[src/common/mck_consts.svh]
// constants for the main clock switch control block
`ifndef MCK_CONSTS_SVH
`define MCK_CONSTS_SVH
`define MCK_ADDR_W          8
`define MCK_OFF_IOSC_MODE   8'h00
`define MCK_OFF_OSC_MODE    8'h04
`define MCK_OFF_MOSC_CTRL   8'h08
`define MCK_OFF_MCLK_MODE   8'h0C
`define MCK_OFF_CPU_CTRL    8'h10
`define MCK_BIT_HS_STABLE   7
`define MCK_BIT_HS_STOP     0
`define MCK_BIT_EXT_SEL     7
`define MCK_BIT_PIN_SEL     6
`define MCK_BIT_AMP_HIGH    0
`define MCK_BIT_MOSC_STOP   7
`define MCK_BIT_SYS_EN      2
`define MCK_BIT_STATUS      1
`define MCK_BIT_SELECT      0
`define MCK_RST_MOSC_STOP   1'b1
`define MCK_RST_DIV         3'h0
`define MCK_DIV_MAX         3'h4
`define MCK_DIV_WAIT_BASE   5'h10
`define MCK_CLK_PERIOD_NS   4
`define MCK_XTAL_SUSP_NS    4060
`define MCK_XTAL_SUSP_CYC   ((`MCK_XTAL_SUSP_NS + `MCK_CLK_PERIOD_NS - 1) / `MCK_CLK_PERIOD_NS)
`define MCK_EXT_SUSP_TICKS  160
`endif

[src/common/mck_pkg.sv]
// types for the main clock switch control block
package mck_pkg;
  typedef enum logic [1:0] {
    PWR_RUN  = 2'h0,
    PWR_HALT = 2'h1,
    PWR_STOP = 2'h3
  } mck_pwr_type;

  typedef struct packed {
    logic        psel;
    logic        penable;
    logic        pwrite;
    logic [7:0]  paddr;
    logic [31:0] pwdata;
  } mck_apb_req_type;

  typedef struct packed {
    logic [31:0] prdata;
    logic        pready;
    logic        pslverr;
  } mck_apb_rsp_type;

  typedef struct packed {
    logic        hsOscStop;
    logic        extClkSel;
    logic        oscPinSel;
    logic        ampHigh;
    logic        mainOscStop;
    logic        hsSysEn;
    logic        xselUsed;
    logic        mainClkSel;
    logic        mainClkStatus;
    logic [2:0]  divSel;
    logic [2:0]  divAct;
    logic        divPend;
    logic [4:0]  divWait;
    logic [3:0]  divCnt;
    logic        swPend;
    logic [7:0]  swCnt;
    logic [10:0] suspCnt;
    logic        suspOnSys;
    mck_pwr_type pwr;
    logic [31:0] prdata;
    logic        cpuTick;
  } mck_state_type;
endpackage

[src/rtl/mck_main_clock_switch_control.sv]
// main system clock selection, switchover, cpu divider and standby control
//
// Local design decisions: register access over APB and the address map.
`timescale 1ns/1ps
`include "mck_consts.svh"

// What this block does
// - internal osc register: stable bit7, stop bit0
// - halt keeps the active source record
// - crystal switch suspends cpu clock 4.06
// - external switch suspends 160 external ticks
// - three bit divider field sets cpu ratio
// - divider change waits old clocks, 16 to 1
// - select bit0: 0 internal, 1 system
// - source switch completes within computed old clocks
// - status bit1 reports running source
// - system enable bit2 changes once per reset
// - osc mode bits 7,6,0; stop bit 7
// - reset runs cpu from internal oscillator
module mck_main_clock_switch_control #(
  parameter int INT_HS_KHZ = 8000,   // internal oscillator rate
  parameter int HS_SYS_KHZ = 10000   // high-speed system clock rate
) (
  input  wire logic                     ref_clk,        // 250 MHz system clock
  input  wire logic                     rst,            // synchronous reset, high
  input  wire mck_pkg::mck_apb_req_type apbReq,         // apb request group
  output mck_pkg::mck_apb_rsp_type      apbRsp,         // apb answer group
  input  wire logic                     intHsTick,      // internal oscillator edge pulse
  input  wire logic                     hsSysTick,      // system clock edge pulse
  input  wire logic                     hsOscStable,    // internal oscillator settled
  input  wire logic                     haltReq,        // cpu executes halt
  input  wire logic                     stopReq,        // cpu executes stop
  input  wire logic                     wakeReq,        // release from halt or stop
  output logic                          cpuClkEn,       // cpu clock enable pulse
  output logic                          intOscEnable,   // run internal oscillator
  output logic                          mainOscEnable,  // run crystal or input buffer
  output logic                          extClkMode,     // pin takes external clock
  output logic                          xtalHighRange,  // amplifier high range
  output logic                          mainClkActive,  // cpu runs on system clock
  output logic                          haltActive,     // halt state
  output logic                          stopActive      // stop state
);
  import mck_pkg::*;

  // old-clock counts for each switch direction, fraction dropped
  localparam int UP_CNT = 1 + (2 * INT_HS_KHZ) / HS_SYS_KHZ;
  localparam int DN_CNT = 1 + (2 * HS_SYS_KHZ) / INT_HS_KHZ;

  // counters are eight bits wide; refuse rates they cannot hold
  if (INT_HS_KHZ < 1 || HS_SYS_KHZ < 1 || UP_CNT > 255 || DN_CNT > 255) begin : g_chk
    $error("mck: oscillator rates give a switch count beyond 255");
  end

  localparam mck_state_type RESET_ST = '{
    mainOscStop : `MCK_RST_MOSC_STOP,
    divSel      : `MCK_RST_DIV,
    divAct      : `MCK_RST_DIV,
    pwr         : PWR_RUN,
    default     : '0
  };

  mck_state_type st_reg;   // all block state
  mck_state_type st_next;  // its next value

  logic        srcTick;    // edge of the source the cpu runs from
  logic        running;    // cpu allowed to clock
  logic        tickNow;    // cpu edge this cycle
  logic [3:0]  divMask;    // divider compare mask
  logic        apbSetup;   // setup phase
  logic        apbAccess;  // access phase
  logic        addrHit;    // address is mapped
  logic [31:0] rdMux;      // read data for the addressed word

  // address decode and read data selection
  always_comb begin
    rdMux   = 32'h0000_0000;
    addrHit = 1'b1;
    case (apbReq.paddr)
      `MCK_OFF_IOSC_MODE: begin
        rdMux[`MCK_BIT_HS_STABLE] = hsOscStable;
        rdMux[`MCK_BIT_HS_STOP]   = st_reg.hsOscStop;
      end
      `MCK_OFF_OSC_MODE: begin
        rdMux[`MCK_BIT_EXT_SEL]  = st_reg.extClkSel;
        rdMux[`MCK_BIT_PIN_SEL]  = st_reg.oscPinSel;
        rdMux[`MCK_BIT_AMP_HIGH] = st_reg.ampHigh;
      end
      `MCK_OFF_MOSC_CTRL: rdMux[`MCK_BIT_MOSC_STOP] = st_reg.mainOscStop;
      `MCK_OFF_MCLK_MODE: begin
        rdMux[`MCK_BIT_SYS_EN] = st_reg.hsSysEn;
        rdMux[`MCK_BIT_STATUS] = st_reg.mainClkStatus;
        rdMux[`MCK_BIT_SELECT] = st_reg.mainClkSel;
      end
      `MCK_OFF_CPU_CTRL: rdMux[2:0] = st_reg.divSel;
      default: addrHit = 1'b0;  // unmapped word reads zero and errors
    endcase
  end

  // next-state logic: divider, switchover, suspension, standby, registers
  always_comb begin
    st_next   = st_reg;
    apbSetup  = apbReq.psel && !apbReq.penable;
    apbAccess = apbReq.psel && apbReq.penable;
    // the cpu keeps the old source until the switch really completes
    srcTick   = st_reg.mainClkStatus ? hsSysTick : intHsTick;
    divMask   = 4'hF >> (`MCK_DIV_MAX - st_reg.divAct);
    running   = (st_reg.pwr == PWR_RUN) && (st_reg.suspCnt == 11'h000);
    tickNow   = srcTick && ((st_reg.divCnt & divMask) == divMask) && running;
    st_next.cpuTick = tickNow;
    if (srcTick) begin
      st_next.divCnt = st_reg.divCnt + 4'h1;
    end
    // divider change lands on a cpu edge so no short period appears
    if (st_reg.divPend && tickNow) begin
      if (st_reg.divWait == 5'h01) begin
        st_next.divAct  = st_reg.divSel;
        st_next.divPend = 1'b0;
        st_next.divCnt  = 4'h0;
      end else begin
        st_next.divWait = st_reg.divWait - 5'h01;
      end
    end
    // suspension counts ref clocks for crystal, else edges of the running source
    if (st_reg.suspCnt != 11'h000 && (!st_reg.suspOnSys || srcTick)) begin
      st_next.suspCnt = st_reg.suspCnt - 11'h001;
    end
    // source switchover, counted in edges of the old source
    if (!st_reg.swPend) begin
      if (st_reg.mainClkSel != st_reg.mainClkStatus) begin
        st_next.swPend = 1'b1;
        st_next.swCnt  = st_reg.mainClkSel ? 8'(UP_CNT) : 8'(DN_CNT);
      end
    end else if (st_reg.mainClkSel == st_reg.mainClkStatus) begin
      st_next.swPend = 1'b0;  // select reverted before completion
    end else if (srcTick) begin
      if (st_reg.swCnt == 8'h01) begin
        st_next.swPend        = 1'b0;
        st_next.mainClkStatus = st_reg.mainClkSel;
        st_next.divCnt        = 4'h0;
        if (st_reg.mainClkSel) begin
          st_next.suspOnSys = st_reg.extClkSel;
          st_next.suspCnt   = st_reg.extClkSel ? 11'(`MCK_EXT_SUSP_TICKS)
                                               : 11'(`MCK_XTAL_SUSP_CYC);
        end else begin
          // the last old edge already clocked the cpu; skip the first new edge
          st_next.suspOnSys = 1'b1;
          st_next.suspCnt   = 11'h001;
        end
      end else begin
        st_next.swCnt = st_reg.swCnt - 8'h01;
      end
    end
    // standby states leave the source record untouched
    case (st_reg.pwr)
      PWR_RUN: begin
        if (stopReq) begin
          st_next.pwr = PWR_STOP;
        end else if (haltReq) begin
          st_next.pwr = PWR_HALT;
        end
      end
      PWR_HALT, PWR_STOP: begin
        if (wakeReq) begin
          st_next.pwr = PWR_RUN;
        end
      end
      default: st_next.pwr = PWR_RUN;
    endcase
    // read data is captured in setup so it comes from a flop in access
    if (apbSetup) begin
      st_next.prdata = rdMux;
    end
    if (apbAccess && apbReq.pwrite) begin
      case (apbReq.paddr)
        `MCK_OFF_IOSC_MODE: st_next.hsOscStop = apbReq.pwdata[`MCK_BIT_HS_STOP];
        `MCK_OFF_OSC_MODE: begin
          st_next.extClkSel = apbReq.pwdata[`MCK_BIT_EXT_SEL];
          st_next.oscPinSel = apbReq.pwdata[`MCK_BIT_PIN_SEL];
          st_next.ampHigh   = apbReq.pwdata[`MCK_BIT_AMP_HIGH];
        end
        `MCK_OFF_MOSC_CTRL: st_next.mainOscStop = apbReq.pwdata[`MCK_BIT_MOSC_STOP];
        `MCK_OFF_MCLK_MODE: begin
          // the enable bit accepts a single change per reset
          if (!st_reg.xselUsed && apbReq.pwdata[`MCK_BIT_SYS_EN] != st_reg.hsSysEn) begin
            st_next.hsSysEn  = apbReq.pwdata[`MCK_BIT_SYS_EN];
            st_next.xselUsed = 1'b1;
          end
          // selecting the system clock without its enable is ignored
          if (!apbReq.pwdata[`MCK_BIT_SELECT] || st_reg.hsSysEn) begin
            st_next.mainClkSel = apbReq.pwdata[`MCK_BIT_SELECT];
          end
        end
        `MCK_OFF_CPU_CTRL: begin
          // ratios above the largest are not served and are dropped
          if (apbReq.pwdata[2:0] <= `MCK_DIV_MAX) begin
            st_next.divSel  = apbReq.pwdata[2:0];
            st_next.divPend = apbReq.pwdata[2:0] != st_reg.divAct;
            st_next.divWait = `MCK_DIV_WAIT_BASE >> st_reg.divAct;
          end
        end
        default: ;
      endcase
    end
  end

  // single state register
  always_ff @(posedge ref_clk) begin
    if (rst) begin
      st_reg <= RESET_ST;
    end else begin
      st_reg <= st_next;
    end
  end

  // outputs; a stop bit never stops the oscillator the cpu runs on
  always_comb begin
    apbRsp.prdata  = st_reg.prdata;
    apbRsp.pready  = 1'b1;
    apbRsp.pslverr = apbAccess && !addrHit;
    cpuClkEn       = st_reg.cpuTick;
    intOscEnable   = (st_reg.pwr != PWR_STOP)
                     && (!st_reg.hsOscStop || !st_reg.mainClkStatus);
    mainOscEnable  = (st_reg.pwr != PWR_STOP) && st_reg.oscPinSel
                     && (!st_reg.mainOscStop || st_reg.mainClkStatus);
    extClkMode     = st_reg.extClkSel;
    xtalHighRange  = st_reg.ampHigh;
    mainClkActive  = st_reg.mainClkStatus;
    haltActive     = st_reg.pwr == PWR_HALT;
    stopActive     = st_reg.pwr == PWR_STOP;
  end
endmodule

[config.mk]
export PLATFORM = sky130hd
export DESIGN_NAME = mck_main_clock_switch_control
export DESIGN_NICKNAME = d
export VERILOG_FILES = /design/src/common/mck_pkg.sv /design/src/rtl/mck_main_clock_switch_control.sv
export VERILOG_INCLUDE_DIRS = /design/src /design/src/common
export SDC_FILE = /design/constraint.sdc
export NUM_CORES = 1
export LEC_CHECK = 0
export BUFFER_PORTS_ARGS = -buffer_cell sky130_fd_sc_hd__buf_4
export CAP_MARGIN = 25
export CORE_UTILIZATION = 50
export DETAILED_ROUTE_END_ITERATION = 6
export GPL_TIMING_DRIVEN = 0
export PLACE_DENSITY = 0.77
export REMOVE_ABC_BUFFERS = 1
export SYNTH_ARGS = -nofsm -noshare
export SYNTH_HDL_FRONTEND = slang
export SYNTH_SLANG_ARGS = --single-unit
[constraint.sdc]
create_clock -name ref_clk -period 2.7 [get_ports ref_clk]
set_input_delay 0.135 -clock ref_clk [delete_from_list [all_inputs] [get_ports ref_clk]]
set_output_delay 0.135 -clock ref_clk [all_outputs]
set_load 0.03 [all_outputs]
==> results of run 1 <==
cell type report:
class / count / area, um^2 / share of cell area, %
inverter: 13 / 48.80 / 1.415
clock buffer: 6 / 82.58 / 2.395
sequential: 54 / 1081 / 31.35
tap: 75 / 93.84 / 2.721
timing repair buffer: 37 / 277.8 / 8.055
multi-input combinational: 304 / 1864 / 54.06
cell usage in the layout, fill, tap and decap left out, drive strengths merged, types with 4 or more instances in the layout:
cell	n
dfxtp	54
nand2	39
buf	37
a21oi	36
nor2	31
conb	28
nor3	16
ha	16
inv	13
o21ai	10
nor2b	10
xor2	10
nand4	10
xnor2	10
mux2i	8
nand3	8
nor4	8
clkbuf	6
or3	5
a211oi	5
and2	4
worst reg2reg max path: stages, from the launching register on:
cell and delay, ns:
dfxtp_1 0.57, ha_1 0.44, nand2b_1 0.27, nor4_2 0.58, o21a_1 0.23, or2_2 0.19
a21oi_1 0.06
logic make-up (layout without fill, tap and decap cells):
family	Yosys count	in the layout	share of synthesized area, %
fa+ha+maj	16	16	6.272
simple gates	152	152	25.17
mux	9	9	2.862
flops	54	54	33.87
compound gates	79	79	15.33
buf+inv	58	56	10.78
other cells	2	28	0.2353
xor+xnor	20	20	5.488
routing by layer:
| metal | GRT usage (%) | routed length (um) | vias up |
|---|---|---|---|
| met3 | 3.444 | 381 | 8 |
| met4 | 7.719 | 85 | 0 |
| met1 | 25.27 | 2917 | 1270 |
| li1 | - | - | 1358 |
| met2 | 36.03 | 3293 | 98 |
| met5 | 0 | 0 | - |
power breakdown:
group | leakage [nW] | switching [W] | internal (W)
Sequential | 0.438 | 0.0000601 | 0.000859
Combinational | 0.919 | 0.000340 | 0.000235
Clock | 0.0431 | 0.000258 | 0.000199
path summary, 6_finish.rpt:
path                      to           from  slack (ns)
hold reg to reg    apbRsp[8]      apbRsp[8]        0.46
hold / removal    st_reg[76]      apbReq[7]        0.07
setup reg to reg  st_reg[40]  mainClkActive        0.25
setup / recovery  st_reg[40]  mainClkActive        0.25
stage by stage:
stage | setup WS (ns) | total power (W) | cell area (um^2) | cells | utilization, %
finish | 0.2522 | 0.001951 | 3448 | 489 | 57.23
global route | 0.07415 | 0.002075 | 3448 | 489 | 57.23
CTS | 0.2867 | 0.001959 | 3448 | 489 | 57.23
detailed placement | 0.2927 | 0.001502 | 3366 | 483 | 55.86
global placement | 0.3193 | 0.001481 | 3366 | 483 | 55.86
floorplan | 0.5695 | 0.001363 | 2994 | 371 | -
synth_stat cells, drive strengths merged (2+ instances only):
| cell | n |
|---|---|
| dfxtp | 54 |
| nand2 | 39 |
| a21oi | 36 |
| buf | 35 |
| nor2 | 31 |
| ha | 16 |
| nor3 | 16 |
| inv | 13 |
| clkbuf | 10 |
| nand4 | 10 |
| nor2b | 10 |
| o21ai | 10 |
| xnor2 | 10 |
| xor2 | 10 |
| mux2i | 8 |
| nand3 | 8 |
| nor4 | 8 |
| a211oi | 5 |
| or3 | 5 |
| and2 | 4 |
| a21o | 3 |
| a22o | 3 |
| a22oi | 3 |
| a31oi | 3 |
| nand2b | 3 |
| nand3b | 3 |
| nor4b | 3 |
| o21a | 3 |
| or4 | 3 |
| a311oi | 2 |
| conb | 2 |
| o31a | 2 |
| o31ai | 2 |
| or2 | 2 |
| or3b | 2 |
==> metrics.yaml, run 1 <==
hold_path.class: "primary input to flop"
port_buffers: 37
tns_ns: 0
diodes: 0
syn_avg_cell_area_um2: 8.184
fmax_ghz: 0.4085
min_period_ns: 2.448
place.gp.congestion: 0.8432
cts_setup_buffers: 0
grt_usage_pct: 20.68
max_cap_violations: 0
grt_pass1_vias: 2411
die_w_um: 81.90
grt_overflow: 0
numCtsBuffers: 5
end_kind: "flop"
ys_async_sr_fraction_pct: 0
ioPinCount: 93
crit_fanout: 12
rsz0062_at_grt: "false"
finalMaxSlewViolations: 0
grt_pass1_wl_mm: 10.83
netlist_area_um2: 3192
synth_top_area_share_pct: 33.87
reg2reg_depth: 6
worst-path-buf-inv: 0
synth_edf_count: 0
syn_to_final_growth_pct: 8.036
vias_per_cell: 5.591
critical_path_class: "flop to flop"
fin_skew_ns: 0.005358
finalCritPeriodShare_pct: 90.66
ys.flop_type: "dfxtp_1"
cts_sinks: 54
cts_hold_buf: 0
cpMaxStageDelayCell: "nor4_2"
ir_worst_vdd_uv: 593.2
startpoint_type: "flop"
antenna_found_initial: 0
route.detailed.drc: 0
grt_max_degree: 48
cts.htree.levels: 2
setup_viol: 0
wl_mm: 6.678
worst_pin_slew_ns: 0.8298
drtAntennaViolNets: 0
worst-path-stages: 6
ys_seq_area_share_pct: 33.87
synth_top_cell_by_area: "dfxtp_1"
holdPathStages: 2
status: "finished clean"
clkLatencyLatePin_ns: 0.31
power_density_nw_per_um2: 565.9
drive_gt1_share_pct: 12.32
core-area_um2: 6026
clk_pin_slew_ns: 0.09
initial_core_util_pct: 52.97
critPathMaxStageDelay_ns: 0.58
die_y_um: 81.90
drt_iter0_drc: 140
worst_hold_slack_ns: 0.07135
largest_reg_flops: 45
synthTopCellsByArea: "dfxtp_1 34%, buf_4 7.8%, ha_1 6.3%"
ys_types: 53
wl_per_cell_um: 13.66
via_count: 2734
rows: 28
cp.required_ns: 2.89
crit_family: "simple AND/OR/NAND/NOR gates"
cts_resized: 0
crit_arrival_ns: 2.64
yosys_register_bits: 54
root_buffer: "clkbuf_8"
fillers: 561
synthCells: 390
p_leak_nw: 1.400
hold_viol_final: 0
crit_path_cell_trace: "ha_1, nand2b_1, nor4_2, o21a_1, or2_2, a21oi_1"
cts_tree: "done"
nets: 482
yosysWarnings: 0
dr.pass1.iters: 5
clock_path_buffers: 2
hpwl_mm: 4.819
die_area_um2: 6707
relSlewSlack_pct: 44.26
No activity file was read; power rests on OpenSTA's default activity.
==> run 2, diff against run 1 <==
--- a/config.mk
+++ b/config.mk
@@ -12,6 +12,7 @@
 export DETAILED_ROUTE_END_ITERATION = 6
 export GPL_TIMING_DRIVEN = 0
 export PLACE_DENSITY = 0.77
+export RECOVER_POWER = 50
 export REMOVE_ABC_BUFFERS = 1
 export SYNTH_ARGS = -nofsm -noshare
 export SYNTH_HDL_FRONTEND = slang
==> run 2 against run 1 <==
Against the previous run: sequential share of layout area increased by 0.51 points; final area decreased by 1.6%; cell count unchanged; setup slack got worse by 0.012 ns; global-route usage unchanged; via count about the same; combinational power decreased by 0.9%; clock power about the same; hold slack got worse by 0.0014 ns; sequential power about the same; critical path type unchanged; critical endpoint unchanged; largest power group unchanged.
==> metrics.yaml, run 2 (synthesized netlist as in run 1, its figures left out) <==
crit_fanout: 12  # unchanged
worstHoldStart: "apbReq[7]"  # unchanged
total_power_w: 0.001945  # was 0.001951 W
cts_tree: "done"  # unchanged
finalCritPeriodShare_pct: 91.12  # was 90.66%
mostFrequentLayoutCells: "54 x dfxtp_1, 39 x nand2_1, 36 x a21oi_1, 31 x nor2_1, 28 x conb_1"  # was 54 x dfxtp_1, 39 x nand2_1, 37 x buf_4, 36 x a21oi_1, 31 x nor2_1
worst_pin_slew_ns: 0.8273  # was 0.8298 ns
grt_pass1_wl_mm: 10.83  # unchanged
setup_viol: 0  # unchanged
root_buffer: "clkbuf_8"  # unchanged
clkLatencyLatePin_ns: 0.31  # about the same
power.switching_w: 0.0006568  # was 0.0006582 W
core-area_um2: 6026  # unchanged
clock_path_buffers: 2  # unchanged
grt_max_degree: 48  # unchanged
p_clk_share_pct: 23.4  # about the same
ir_worst_vdd_uv: 592.9  # was 593.2 uV
die_y_um: 81.90  # unchanged
min_period_ns: 2.460  # was 2.448 ns
power_density_nw_per_um2: 573.3  # was 565.9 nW/um^2
wl_met3_um: 423  # was 381 um
diodes: 0  # unchanged
syn_to_final_growth_pct: 6.311  # was 8.036%
switching_share_pct: 33.77  # was 33.73%
highest_layer: "met4"  # unchanged
critical_path_class: "flop to flop"  # unchanged
drt_iter0_drc: 147  # was 140
wl_mm: 6.669  # was 6.678 mm
cts_hold_buf: 0  # unchanged
cts_setup_buffers: 0  # unchanged
vias_per_cell: 5.587  # was 5.591
rows: 28  # unchanged
via_count: 2732  # was 2734
cts_sinks: 54  # unchanged
route.detailed.drc: 0  # unchanged
critPathMaxStageDelay_ns: 0.58  # about the same
hold_viol_final: 0  # unchanged
reg2reg_from: "mainClkActive"  # unchanged
cp.required_ns: 2.90  # was 2.89 ns
clk_pin_slew_ns: 0.09  # about the same
die_w_um: 81.90  # unchanged
largest_reg_flops: 45  # unchanged
fillers: 573  # was 561
startpoint_type: "flop"  # unchanged
grt_pass1_vias: 2411  # unchanged
relSlewSlack_pct: 44.42  # was 44.26%
area.sequential_um2: 1081  # unchanged
p_comb_share_pct: 29.3  # was 29.5%
hold_path.class: "primary input to flop"  # unchanged
crit_path_cell_trace: "ha_1, nand2b_1, nor4_2, o21a_1, or2_2, a21oi_1"  # unchanged
tns_ns: 0  # unchanged
drtAntennaViolNets: 0  # unchanged
wirelength_met1_mm: 2.815  # was 2.917 mm
cts.htree.levels: 2  # unchanged
finalMaxSlewViolations: 0  # unchanged
fmax_ghz: 0.4065  # was 0.4085 GHz
dr.pass1.iters: 5  # unchanged
cpMaxStageDelayCell: "nor4_2"  # unchanged
hpwl_mm: 4.819  # unchanged
drive_gt1_share_pct: 8.696  # was 12.32%
wl_per_cell_um: 13.64  # was 13.66 um
place.gp.congestion: 0.8432  # unchanged
antenna_found_initial: 0  # unchanged
p_int_w: 0.001288  # was 0.001293 W
numCtsBuffers: 5  # unchanged
ioPinCount: 93  # unchanged
p_leak_nw: 1.341  # was 1.400 nW
p_seq_share_pct: 47.3  # was 47.1%
cts_resized: 0  # unchanged
initial_core_util_pct: 52.97  # unchanged
multi_input_area_um2: 1858  # was 1864 um^2
layout_commonest_cell: "dfxtp_1"  # unchanged
nets: 482  # unchanged
die_area_um2: 6707  # unchanged
max_cap_violations: 0  # unchanged
grt_overflow: 0  # unchanged
grt_usage_pct: 20.68  # unchanged
port_buffers: 37  # unchanged
end_kind: "flop"  # unchanged
met2_length_mm: 3.346  # was 3.293 mm
fin_skew_ns: 0.003549  # was 0.005358 ns
status: "finished clean"  # unchanged
crit_arrival_ns: 2.66  # was 2.64 ns
rsz0062_at_grt: "false"  # unchanged
cp-startpoint: "mainClkActive"  # unchanged
## run 2: cell types whose count changed in the layout (fill, tap and decap cells not counted), sizes merged
cell    change
clkbuf     +14
buf        -14
## run 2: worst max-delay path, delay by kind of cell (launching register included)
kind,cells,cell delay [ns]
adder cells (fa/ha/maj),1,0.44
AND/OR/NAND/NOR,3,1.04
AO/OA/AOI/OAI,2,0.29
flip-flops,1,0.57
## run 2: per-layer routing
metal | track usage (%) | vias up
met1 | 25.27 | 1265
met5 | 0 | -
met3 | 3.444 | 8
li1 | - | 1360
met2 | 36.03 | 99
met4 | 7.719 | 0
## run 2: final timing paths
path / to / slack [ns] / depth (start not counted)
worst max-delay path: st_reg[40] / 0.24 / 6
worst max register to register: st_reg[40] / 0.24 / 6
worst min-delay path: st_reg[76] / 0.07 / 2
worst min register to register: apbRsp[8] / 0.46 / 2
## run 2: layout make-up
class                   instances  area share [%]
clock buffers                   6           2.434
inverters                      13           1.438
multi-input cells             304           54.76
flip-flops and latches         54           31.86
well taps                      75           2.765
repair buffers                 37           6.748
## run 2: metrics by stage
stage               instances  utilization (%)  setup WS (ns)  hold slack (ns)  area (um^2)
global route              489            56.31        0.07415          0.06961         3393
CTS                       489            57.23         0.2867          0.06647         3448
floorplan                 371                -         0.5695           0.2041         2994
detailed placement        483            55.86         0.2927           0.3941         3366
global placement          483            55.86         0.3193           0.3851         3366
finish                    489            56.31         0.2399          0.06997         3393
## run 2: power groups by stage
stage	sequential, W	combinational (W)	clock [W]
finish	0.000920	0.000570	0.000456
CTS	0.000918	0.000572	0.000468
detailed placement	0.000936	0.000566	0
global placement	0.000933	0.000547	0
global route	0.000930	0.000646	0.000494
floorplan	0.000925	0.000438	0
